File: src/tcm_pkg.sv
// tcm_pkg: register map, field layout and encodings of the compare-output timer stage
// How it works
// - all logic runs on ref_clk; the timer tick only qualifies it as an enable
// - phase-and-frequency-correct mode loads compare values from buffers at BOTTOM
// - mode fields: channel A bits 7:6, channel B bits 5:4, channel C bits 3:2
// - a nonzero mode field hands the pin from the port to the compare output, except value 1 where the toggle is not allowed
// - the pin driver is enabled only by the port direction bit
// - mode value zero leaves the pin under normal port control
// - non-PWM compare match: 1 toggles, 2 clears, 3 sets the output
// - fast PWM value 1 toggles channel A only, only for waveform 14 or 15
// - fast PWM: 2 clears on match and sets at TOP; 3 the reverse
// - fast PWM, compare equal TOP, upper bit set: match ignored, TOP action kept
// - dual-slope value 1 toggles channel A only, only for waveforms 8 to 11
// - dual-slope value 2: clear on up-count match, set on down-count match
// - dual-slope value 3: set on up-count match, clear on down-count match
// - waveform bits 1:0 join two upper bits held in control register B
// - waveform decode yields mode class and TOP source; value 13 is reserved
// - dual-slope, TOP from channel A compare, value 1: channel A toggles at 50%
package tcm_pkg;
  // ==========================================================
  // register map (byte addresses, one word each)
  localparam logic [4:0]  OFS_CTRL_A    = 5'h00;
  localparam logic [4:0]  OFS_CTRL_B    = 5'h04;
  localparam logic [4:0]  OFS_CMP_A     = 5'h08;
  localparam logic [4:0]  OFS_CMP_B     = 5'h0C;
  localparam logic [4:0]  OFS_CMP_C     = 5'h10;
  localparam logic [4:0]  OFS_CAP_TOP   = 5'h14;
  localparam logic [4:0]  OFS_COUNT     = 5'h18;
  localparam logic [4:0]  OFS_STATUS    = 5'h1C;
  // ==========================================================
  // field positions and reset values
  localparam int          MODE_A_LSB    = 6;
  localparam int          WGM_LO_LSB    = 0;
  localparam int          WGM_HI_LSB    = 3;
  localparam logic [7:0]  CTRL_RST      = 8'h00;
  localparam logic [15:0] WORD_RST      = 16'h0000;
  // ==========================================================
  // fixed TOP values and waveform numbers
  localparam logic [15:0] TOP_MAX       = 16'hFFFF;
  localparam logic [15:0] TOP_8BIT      = 16'h00FF;
  localparam logic [15:0] TOP_9BIT      = 16'h01FF;
  localparam logic [15:0] TOP_10BIT     = 16'h03FF;
  localparam logic [3:0]  WGM_FAST_TGL  = 4'hE;
  localparam logic [3:0]  WGM_DUAL_LO   = 4'h8;
  localparam logic [3:0]  WGM_DUAL_HI   = 4'hB;
  // ==========================================================
  // compare output mode values
  localparam logic [1:0]  COM_OFF       = 2'h0;
  localparam logic [1:0]  COM_TGL       = 2'h1;
  localparam logic [1:0]  COM_CLR       = 2'h2;
  localparam logic [1:0]  COM_SET       = 2'h3;
  // ==========================================================
  // encodings
  typedef enum logic [5:0] {CLS_NORMAL = 6'h01, CLS_CTC = 6'h02, CLS_FAST = 6'h04,
                            CLS_PC = 6'h08, CLS_PFC = 6'h10, CLS_RSVD = 6'h20} tcm_cls_t;
  typedef enum logic [5:0] {TOP_FFFF = 6'h01, TOP_00FF = 6'h02, TOP_01FF = 6'h04,
                            TOP_03FF = 6'h08, TOP_CAP = 6'h10, TOP_CMPA = 6'h20} tcm_top_t;
  typedef enum logic [2:0] {UPD_IMM = 3'h1, UPD_TOP = 3'h2, UPD_BOT = 3'h4} tcm_upd_t;
  typedef enum logic [1:0] {DIR_UP = 2'h1, DIR_DOWN = 2'h2} tcm_dir_t;
endpackage : tcm_pkg

File: src/tcm_top.sv
// tcm_top: compare-output timer stage with counter, buffers and register slave
module tcm_top
  import tcm_pkg::*;
(
  input  wire logic        ref_clk,
  input  wire logic        rst_n,
  input  wire logic        clk_en,
  input  wire logic        timer_tick_enable,
  input  wire logic [4:0]  avs_address,
  input  wire logic        avs_read,
  input  wire logic        avs_write,
  input  wire logic [31:0] avs_writedata,
  input  wire logic [3:0]  avs_byteenable,
  output logic [31:0]      avs_readdata,
  output logic             avs_waitrequest,
  input  wire logic        port_data_a,
  input  wire logic        port_data_b,
  input  wire logic        port_data_c,
  input  wire logic        port_dir_a,
  input  wire logic        port_dir_b,
  input  wire logic        port_dir_c,
  output logic             chan_a_compare_pin,
  output logic             chan_b_compare_pin,
  output logic             chan_c_compare_pin,
  output logic             chan_a_compare_pin_oe,
  output logic             chan_b_compare_pin_oe,
  output logic             chan_c_compare_pin_oe
);
  // ==========================================================
  // state
  logic [7:0]  ctrl_a_r;
  logic [1:0]  wgm_hi_r;
  logic [15:0] cmp_buf_r [0:2];
  logic [15:0] cmp_act_r [0:2];
  logic [15:0] cap_top_r;
  logic [15:0] cnt_r;
  logic [15:0] cnt_nxt;
  tcm_dir_t    dir_r;
  tcm_dir_t    dir_nxt;
  logic        wait_r;
  logic [31:0] rdata_r;
  logic [2:0]  pin_r;
  logic [2:0]  oe_r;

  // ==========================================================
  // decode helpers
  logic        tick;
  logic [3:0]  wgm;
  tcm_cls_t    cls;
  tcm_top_t    top_sel;
  tcm_upd_t    upd;
  logic [15:0] top_val;
  logic        at_top;
  logic        at_bot;
  logic [1:0]  com [0:2];
  logic [2:0]  match;
  logic [2:0]  oc;
  logic [2:0]  linked;
  logic [2:0]  port_data;
  logic [2:0]  port_dir;
  logic [4:0]  addr_w;
  logic        wr_go;
  logic        cnt_wr;
  logic [31:0] rd_mux;

  assign tick      = clk_en && timer_tick_enable;
  assign wgm       = {wgm_hi_r, ctrl_a_r[WGM_LO_LSB +: 2]};
  assign addr_w    = {avs_address[4:2], 2'b00};
  assign wr_go     = clk_en && avs_write && !wait_r;
  assign cnt_wr    = wr_go && (addr_w == OFS_COUNT);
  assign at_top    = (cnt_r == top_val);
  assign at_bot    = (cnt_r == WORD_RST);
  assign port_data = {port_data_c, port_data_b, port_data_a};
  assign port_dir  = {port_dir_c, port_dir_b, port_dir_a};

  function automatic logic [15:0] merge16(input logic [15:0] old,
                                          input logic [31:0] wd,
                                          input logic [3:0]  be);
    logic [15:0] res;
    res = old;
    if (be[0]) begin
      res[7:0] = wd[7:0];
    end
    if (be[1]) begin
      res[15:8] = wd[15:8];
    end
    return res;
  endfunction : merge16

  tcm_mode_dec u_dec (
    .wgm     (wgm),
    .cls     (cls),
    .top_sel (top_sel),
    .upd     (upd)
  );

  always_comb begin
    case (top_sel)
      TOP_00FF: top_val = TOP_8BIT;
      TOP_01FF: top_val = TOP_9BIT;
      TOP_03FF: top_val = TOP_10BIT;
      TOP_CAP:  top_val = cap_top_r;
      TOP_CMPA: top_val = cmp_act_r[0];
      default:  top_val = TOP_MAX;
    endcase
  end

  // ==========================================================
  // register bus slave: one wait cycle per access
  always_ff @(posedge ref_clk or negedge rst_n) begin
    if (!rst_n) begin
      wait_r <= 1'b1;
    end else if (clk_en) begin
      wait_r <= !((avs_read || avs_write) && wait_r);
    end
  end

  always_comb begin
    case (addr_w)
      OFS_CTRL_A:  rd_mux = {24'h000000, ctrl_a_r};
      OFS_CTRL_B:  rd_mux = {27'h0000000, wgm_hi_r, 3'h0};
      OFS_CMP_A:   rd_mux = {16'h0000, cmp_buf_r[0]};
      OFS_CMP_B:   rd_mux = {16'h0000, cmp_buf_r[1]};
      OFS_CMP_C:   rd_mux = {16'h0000, cmp_buf_r[2]};
      OFS_CAP_TOP: rd_mux = {16'h0000, cap_top_r};
      OFS_COUNT:   rd_mux = {16'h0000, cnt_r};
      OFS_STATUS:  rd_mux = {25'h0000000, (dir_r == DIR_DOWN), linked, oc};
      default:     rd_mux = 32'h00000000;
    endcase
  end

  always_ff @(posedge ref_clk or negedge rst_n) begin
    if (!rst_n) begin
      rdata_r <= 32'h00000000;
    end else if (clk_en && avs_read && wait_r) begin
      rdata_r <= rd_mux;
    end
  end

  always_ff @(posedge ref_clk or negedge rst_n) begin
    if (!rst_n) begin
      ctrl_a_r <= CTRL_RST;
      wgm_hi_r <= 2'h0;
    end else if (wr_go && avs_byteenable[0]) begin
      if (addr_w == OFS_CTRL_A) begin
        ctrl_a_r <= avs_writedata[7:0];
      end
      if (addr_w == OFS_CTRL_B) begin
        wgm_hi_r <= avs_writedata[WGM_HI_LSB +: 2];
      end
    end
  end

  always_ff @(posedge ref_clk or negedge rst_n) begin
    if (!rst_n) begin
      cap_top_r <= WORD_RST;
      for (int i = 0; i < 3; i++) begin
        cmp_buf_r[i] <= WORD_RST;
      end
    end else if (wr_go) begin
      if (addr_w == OFS_CAP_TOP) begin
        cap_top_r <= merge16(cap_top_r, avs_writedata, avs_byteenable);
      end
      for (int i = 0; i < 3; i++) begin
        if (addr_w == OFS_CMP_A + 5'(4 * i)) begin
          cmp_buf_r[i] <= merge16(cmp_buf_r[i], avs_writedata, avs_byteenable);
        end
      end
    end
  end

  // ==========================================================
  // compare buffer to active value
  always_ff @(posedge ref_clk or negedge rst_n) begin
    if (!rst_n) begin
      for (int i = 0; i < 3; i++) begin
        cmp_act_r[i] <= WORD_RST;
      end
    end else if (clk_en) begin
      for (int i = 0; i < 3; i++) begin
        case (upd)
          UPD_TOP: if (tick && at_top) begin
            cmp_act_r[i] <= cmp_buf_r[i];
          end
          UPD_BOT: if (tick && at_bot) begin
            cmp_act_r[i] <= cmp_buf_r[i];
          end
          default: cmp_act_r[i] <= cmp_buf_r[i];
        endcase
      end
    end
  end

  // ==========================================================
  // counter sequence
  always_comb begin
    cnt_nxt = cnt_r;
    dir_nxt = dir_r;
    case (cls)
      CLS_NORMAL, CLS_CTC, CLS_FAST: begin
        cnt_nxt = at_top ? WORD_RST : cnt_r + 16'h0001;
        dir_nxt = DIR_UP;
      end
      CLS_PC, CLS_PFC: begin
        case (dir_r)
          DIR_UP: begin
            cnt_nxt = at_top ? cnt_r - 16'h0001 : cnt_r + 16'h0001;
            dir_nxt = at_top ? DIR_DOWN : DIR_UP;
          end
          DIR_DOWN: begin
            cnt_nxt = at_bot ? cnt_r + 16'h0001 : cnt_r - 16'h0001;
            dir_nxt = at_bot ? DIR_UP : DIR_DOWN;
          end
          default: dir_nxt = DIR_UP;
        endcase
      end
      default: cnt_nxt = cnt_r;
    endcase
  end

  always_ff @(posedge ref_clk or negedge rst_n) begin
    if (!rst_n) begin
      cnt_r <= WORD_RST;
      dir_r <= DIR_UP;
    end else if (cnt_wr) begin
      cnt_r <= merge16(cnt_r, avs_writedata, avs_byteenable);
    end else if (tick) begin
      cnt_r <= cnt_nxt;
      dir_r <= dir_nxt;
    end
  end

  // ==========================================================
  // channels
  for (genvar g = 0; g < 3; g++) begin : g_chan
    assign com[g]   = ctrl_a_r[MODE_A_LSB - 2 * g +: 2];
    assign match[g] = (cnt_r == cmp_act_r[g]);
    tcm_out_chan #(
      .IS_CHAN_A (g == 0)
    ) u_chan (
      .ref_clk (ref_clk),
      .rst_n   (rst_n),
      .tick    (tick),
      .wgm     (wgm),
      .cls     (cls),
      .com     (com[g]),
      .match   (match[g]),
      .at_top  (at_top),
      .cnt_up  (dir_r == DIR_UP),
      .oc_r    (oc[g]),
      .linked  (linked[g])
    );
  end

  // ==========================================================
  // pin drive
  always_ff @(posedge ref_clk or negedge rst_n) begin
    if (!rst_n) begin
      pin_r <= 3'h0;
      oe_r  <= 3'h0;
    end else if (clk_en) begin
      for (int i = 0; i < 3; i++) begin
        pin_r[i] <= linked[i] ? oc[i] : port_data[i];
        oe_r[i]  <= port_dir[i];
      end
    end
  end

  assign avs_readdata          = rdata_r;
  assign avs_waitrequest       = wait_r;
  assign chan_a_compare_pin    = pin_r[0];
  assign chan_b_compare_pin    = pin_r[1];
  assign chan_c_compare_pin    = pin_r[2];
  assign chan_a_compare_pin_oe = oe_r[0];
  assign chan_b_compare_pin_oe = oe_r[1];
  assign chan_c_compare_pin_oe = oe_r[2];
endmodule : tcm_top

File: src/tcm_mode_dec.sv
// tcm_mode_dec: waveform number to mode class, TOP source and compare update point
module tcm_mode_dec
  import tcm_pkg::*;
(
  input  wire logic [3:0] wgm,
  output tcm_cls_t        cls,
  output tcm_top_t        top_sel,
  output tcm_upd_t        upd
);
  // ==========================================================
  // decode
  always_comb begin
    case (wgm)
      4'h0:                         cls = CLS_NORMAL;
      4'h1, 4'h2, 4'h3, 4'hA, 4'hB: cls = CLS_PC;
      4'h4, 4'hC:                   cls = CLS_CTC;
      4'h5, 4'h6, 4'h7, 4'hE, 4'hF: cls = CLS_FAST;
      4'h8, 4'h9:                   cls = CLS_PFC;
      default:                      cls = CLS_RSVD;
    endcase
    case (wgm)
      4'h1, 4'h5:                   top_sel = TOP_00FF;
      4'h2, 4'h6:                   top_sel = TOP_01FF;
      4'h3, 4'h7:                   top_sel = TOP_03FF;
      4'h8, 4'hA, 4'hC, 4'hE:       top_sel = TOP_CAP;
      4'h4, 4'h9, 4'hB, 4'hF:       top_sel = TOP_CMPA;
      default:                      top_sel = TOP_FFFF;
    endcase
    case (cls)
      CLS_FAST, CLS_PC:             upd = UPD_TOP;
      CLS_PFC:                      upd = UPD_BOT;
      default:                      upd = UPD_IMM;
    endcase
  end
endmodule : tcm_mode_dec

File: src/tcm_out_chan.sv
// tcm_out_chan: one compare output channel, action on match and at TOP
module tcm_out_chan
  import tcm_pkg::*;
#(
  parameter bit IS_CHAN_A = 1'b0
)
(
  input  wire logic       ref_clk,
  input  wire logic       rst_n,
  input  wire logic       tick,
  input  wire logic [3:0] wgm,
  input  wire tcm_cls_t   cls,
  input  wire logic [1:0] com,
  input  wire logic       match,
  input  wire logic       at_top,
  input  wire logic       cnt_up,
  output logic            oc_r,
  output logic            linked
);
  logic pwm_fast;
  logic pwm_dual;
  logic tgl_ok;
  logic oc_nxt;

  assign pwm_fast = (cls == CLS_FAST);
  assign pwm_dual = (cls == CLS_PC) || (cls == CLS_PFC);
  // toggle is free in non-PWM; in PWM only channel A in the listed waveforms
  assign tgl_ok   = !(pwm_fast || pwm_dual) ||
                    (IS_CHAN_A && (pwm_fast ? (wgm >= WGM_FAST_TGL) :
                                   ((wgm >= WGM_DUAL_LO) && (wgm <= WGM_DUAL_HI))));
  assign linked   = (com != COM_OFF) && ((com != COM_TGL) || tgl_ok);

  // ==========================================================
  // output action
  always_comb begin
    oc_nxt = oc_r;
    if (cls != CLS_RSVD) begin
      if (com == COM_TGL) begin
        if (tgl_ok && match) begin
          oc_nxt = !oc_r;
        end
      end else if (com != COM_OFF) begin
        if (pwm_fast) begin
          if (at_top) begin
            oc_nxt = (com == COM_CLR);
          end else if (match) begin
            oc_nxt = (com == COM_SET);
          end
        end else if (pwm_dual) begin
          if (match) begin
            oc_nxt = ((com == COM_SET) == cnt_up);
          end
        end else if (match) begin
          oc_nxt = (com == COM_SET);
        end
      end
    end
  end

  always_ff @(posedge ref_clk or negedge rst_n) begin
    if (!rst_n) begin
      oc_r <= 1'b0;
    end else if (tick) begin
      oc_r <= oc_nxt;
    end
  end
endmodule : tcm_out_chan

File: config.mk
export PLATFORM = sky130hd
export DESIGN_NAME = tcm_top
export DESIGN_NICKNAME = d
export VERILOG_FILES = /design/src/tcm_pkg.sv /design/src/tcm_top.sv /design/src/tcm_mode_dec.sv /design/src/tcm_out_chan.sv
export SDC_FILE = /design/constraint.sdc
export NUM_CORES = 1
export LEC_CHECK = 0
export BUFFER_PORTS_ARGS = -buffer_cell sky130_fd_sc_hd__buf_2
export CAP_MARGIN = 20
export CORE_UTILIZATION = 25
export CTS_CLUSTER_SIZE = 28
export DETAILED_ROUTE_END_ITERATION = 10
export HOLD_SLACK_MARGIN = 0.03
export PLACE_DENSITY_LB_ADDON = 0.08
export SYNTH_ARGS = -nofsm -noshare
export SYNTH_HDL_FRONTEND = slang
export SYNTH_HIERARCHICAL = 1
export SYNTH_SLANG_ARGS = --single-unit
File: constraint.sdc
create_clock -name ref_clk -period 5.4 [get_ports ref_clk]
set_input_delay 0.27 -clock ref_clk [delete_from_list [all_inputs] [get_ports ref_clk]]
set_output_delay 0.27 -clock ref_clk [all_outputs]
set_load 0.02 [all_outputs]
==> reports/metrics.yaml <==
layout:
  final_cell_mix: "dfrtp_1 (164), mux2_2 (121), xnor2_1 (63)"
  fin_area_sq_um: 12100
  final_common_cell: "dfrtp_1"
  drive_gt1_share_pct: 26.0
  fill_cells: 4254
  syn_to_final_growth_pct: 15.4
  fin_nets: 1143
timing:
  setup_viol: 0
  fmax_ghz: 0.208
  worst_pin_slew_ns: 1.08
  hold_viol_final: 0
  period_share_pct: 88.9
  fin_tns_setup_ns: 0
  setup_ws_ns: 0.598
  finClkSkew_ns: 0.0135
  rsz0062_at_grt: "false"
  fin_crit_ns: 4.80
  drv_slew: 0
  slew_headroom_pct: 27.9
critical_path:
  crit_start: "ctrl_a_r[0]"
  endpoint_kind: "register"
  worstPathCellList: "or2_1 -> mux2i_1 -> nor2b_1 -> buf_4 -> a22o_1 -> or4_1 -> a31o_1 -> a22o_1 -> nor4_4 -> buf_4 -> mux2_2 -> a222oi_1 -> a32oi_1 -> mux2_1"
  crit_arrival_ns: 5.12
  r2r-start: "ctrl_a_r[0]"
  critical_path_required_ns: 5.72
  cpMaxStageDelayCell: "dfrtp_1"
  critical_path_buf_inv_count: 2
  crit_type: "reg -> reg"
  cp_top_family: "simple AND/OR/NAND/NOR gates"
  cpPeakStageDelay_ns: 0.55
  startpoint_type: "register"
  path_max_fanout: 10
floorplan:
  initial_core_util_pct: 25.5
  num_rows: 74
  pin_count: 92
  core_area_sq_um: 41200
  dieHeight_um: 207
  die-area_sq_um: 42900
  die-width_um: 207
min_path:
  min_path_type: "in -> reg"
  holdCritStartpoint: "port_dir_b"
power:
  ir_drop_mv: 0.200
  power.leakage_nw: 5.02
  power.total_mw: 4.67
  power-per-cell-area_nw_per_um2: 385
place:
  hpwl_um: 27600
  port_buffers: 55
  place.gp.congestion: 0.819
  placed_area_sq_um: 11500
  place_worst_setup_slack_ns: 0.622
clock_tree:
  cts_max_path_buffers: 2
  cts.clk_slew.worst_paths_ns: 0.08
  cts_sinks: 166
  clockRootBuffer: "clkbuf_16"
  htreeDepth: 4
  cts_buffers: 17
  cts_tree: "yes"
  post_cts_buffers: 0
  clk_latency_ns: 0.45
detailed_routing:
  drt_iter0_markers: 547
  drt-total-wl_um: 37800
  via_count: 8446
  first_pass_iters: 5
  ant_nets: 0
  drcViolationCount: 0
  via_per_inst: 5.17
  wire_per_inst_um: 23.1
grt:
  grt_usage_pct: 17.8
  antenna_found_initial: 2
  grt_pass1_vias: 8261
  grt-ovfl-total: 0
  grt_first_pass_wirelength_um: 56400
  grt_max_degree: 61
synth:
  synth_top_area_share_pct: 39.0
  synth.avg_cell_area_sq_um: 10.1
  synth-edff-count: 0
  synth-seq-cells: 166
  synth-async-reset-ratio_pct: 100
  synth_area_leaders: "dfrtp_1 (39%), mux2_2 (13%), xnor2_1 (5.2%)"
  synth_flop_cell: "dfrtp_1"
  ys_warn_count: 6
  syn_area_sq_um: 10500
  synthCells: 1039
  yosysSeqAreaShare_pct: 39.5
  synthDistinctLibCells: 83
  synth_area_leader_cell: "dfrtp_1"
run_status:
  status: "finished clean"
flow_run:
  maxCapViolations: 0
## cells in the mapped netlist, types with 20 or more instances
library cell / number
inv_1: 20
mux2_1: 23
nand3_1: 25
mux2_2: 121
nor2_1: 56
nand2_1: 58
xnor2_1: 63
o21ai_0: 37
dfrtp_1: 164
nand4_1: 20
a22oi_1: 22
nor3_1: 26
a21oi_1: 24
clkbuf_1: 44
## worst paths after layout
kind / to / slack [ns] / cells after the start
min: oe_r[1] / 0.06 / 2
min reg2reg: avs_readdata[14] / 0.48 / 1
max reg2reg: g_chan[2].u_chan/oc_r / 0.60 / 14
max in group asynchronous: cmp_buf_r[16] / 3.78 / 3
min in group asynchronous: cnt_r[12] / 0.39 / 2
max: g_chan[2].u_chan/oc_r / 0.60 / 14
## layer usage
| layer | GRT usage, % | up-vias | share of wire [%] |
|---|---|---|---|
| met1 | 25.9 | 4333 | 51 |
| met4 | 3.81 | 0 | 1.0 |
| met2 | 28.0 | 135 | 46 |
| met3 | 2.20 | 24 | 2.1 |
| li1 | - | 3954 | - |
| met5 | 0 | - | 0 |
## report_power, final
| part | switching (mW) | total, mW | internal, mW |
|---|---|---|---|
| clock network | 0.595 | 1.34 | 0.745 |
| logic | 0.915 | 1.61 | 0.697 |
| registers | 0.252 | 1.72 | 1.46 |
## cells by family after synthesis
kind of cell / count (synthesis) / synth area share, %
compound gates: 212 / 14.7
other cells: 1 / 0.0356
simple gates: 313 / 16.2
mux: 166 / 18.2
flops: 166 / 39.5
fa+ha+maj: 4 / 0.476
buf+inv: 104 / 4.72
xor+xnor: 73 / 6.08
## flip-flops by register name, summed over array words and instances (netlist names)
| signal | cells |
|---|---|
| cmp_act_r | 48 |
| cmp_buf_r | 48 |
| avs_readdata | 16 |
| cap_top_r | 16 |
| cnt_r | 16 |
| ctrl_a_r | 8 |
| g_chan.u_chan/oc_r | 3 |
| oe_r | 3 |
| pin_r | 3 |
| dir_r | 2 |
| wgm_hi_r | 2 |
| avs_waitrequest | 1 |
## area by class of cell
cell class / instances / area (sq um) / share of cell area, %
antenna: 2 / 5.00 / 0.0412
clock buffer: 18 / 429 / 3.54
clock inverter: 14 / 189 / 1.56
inverter: 20 / 75.1 / 0.619
multi-input combinational: 784 / 5970 / 49.2
sequential: 166 / 4160 / 34.2
tap: 532 / 666 / 5.48
timing repair buffer: 97 / 649 / 5.35
## stage by stage
step	instances	util (%)	hold slack [ns]
after floorplan	1054	-	-0.0256
after detailed placement	1598	27.9	0.318
final	1633	29.5	0.0631
after global placement	1597	27.9	0.323
after CTS	1631	29.4	0.0383
after global routing	1631	29.4	0.0366
## timing repair
action / CTS / global route
hold buffers: 1 / 0
gates resized for setup: 0 / 0
hold endpoints to repair: 57 / 0
(Power assumes the default switching activity.)
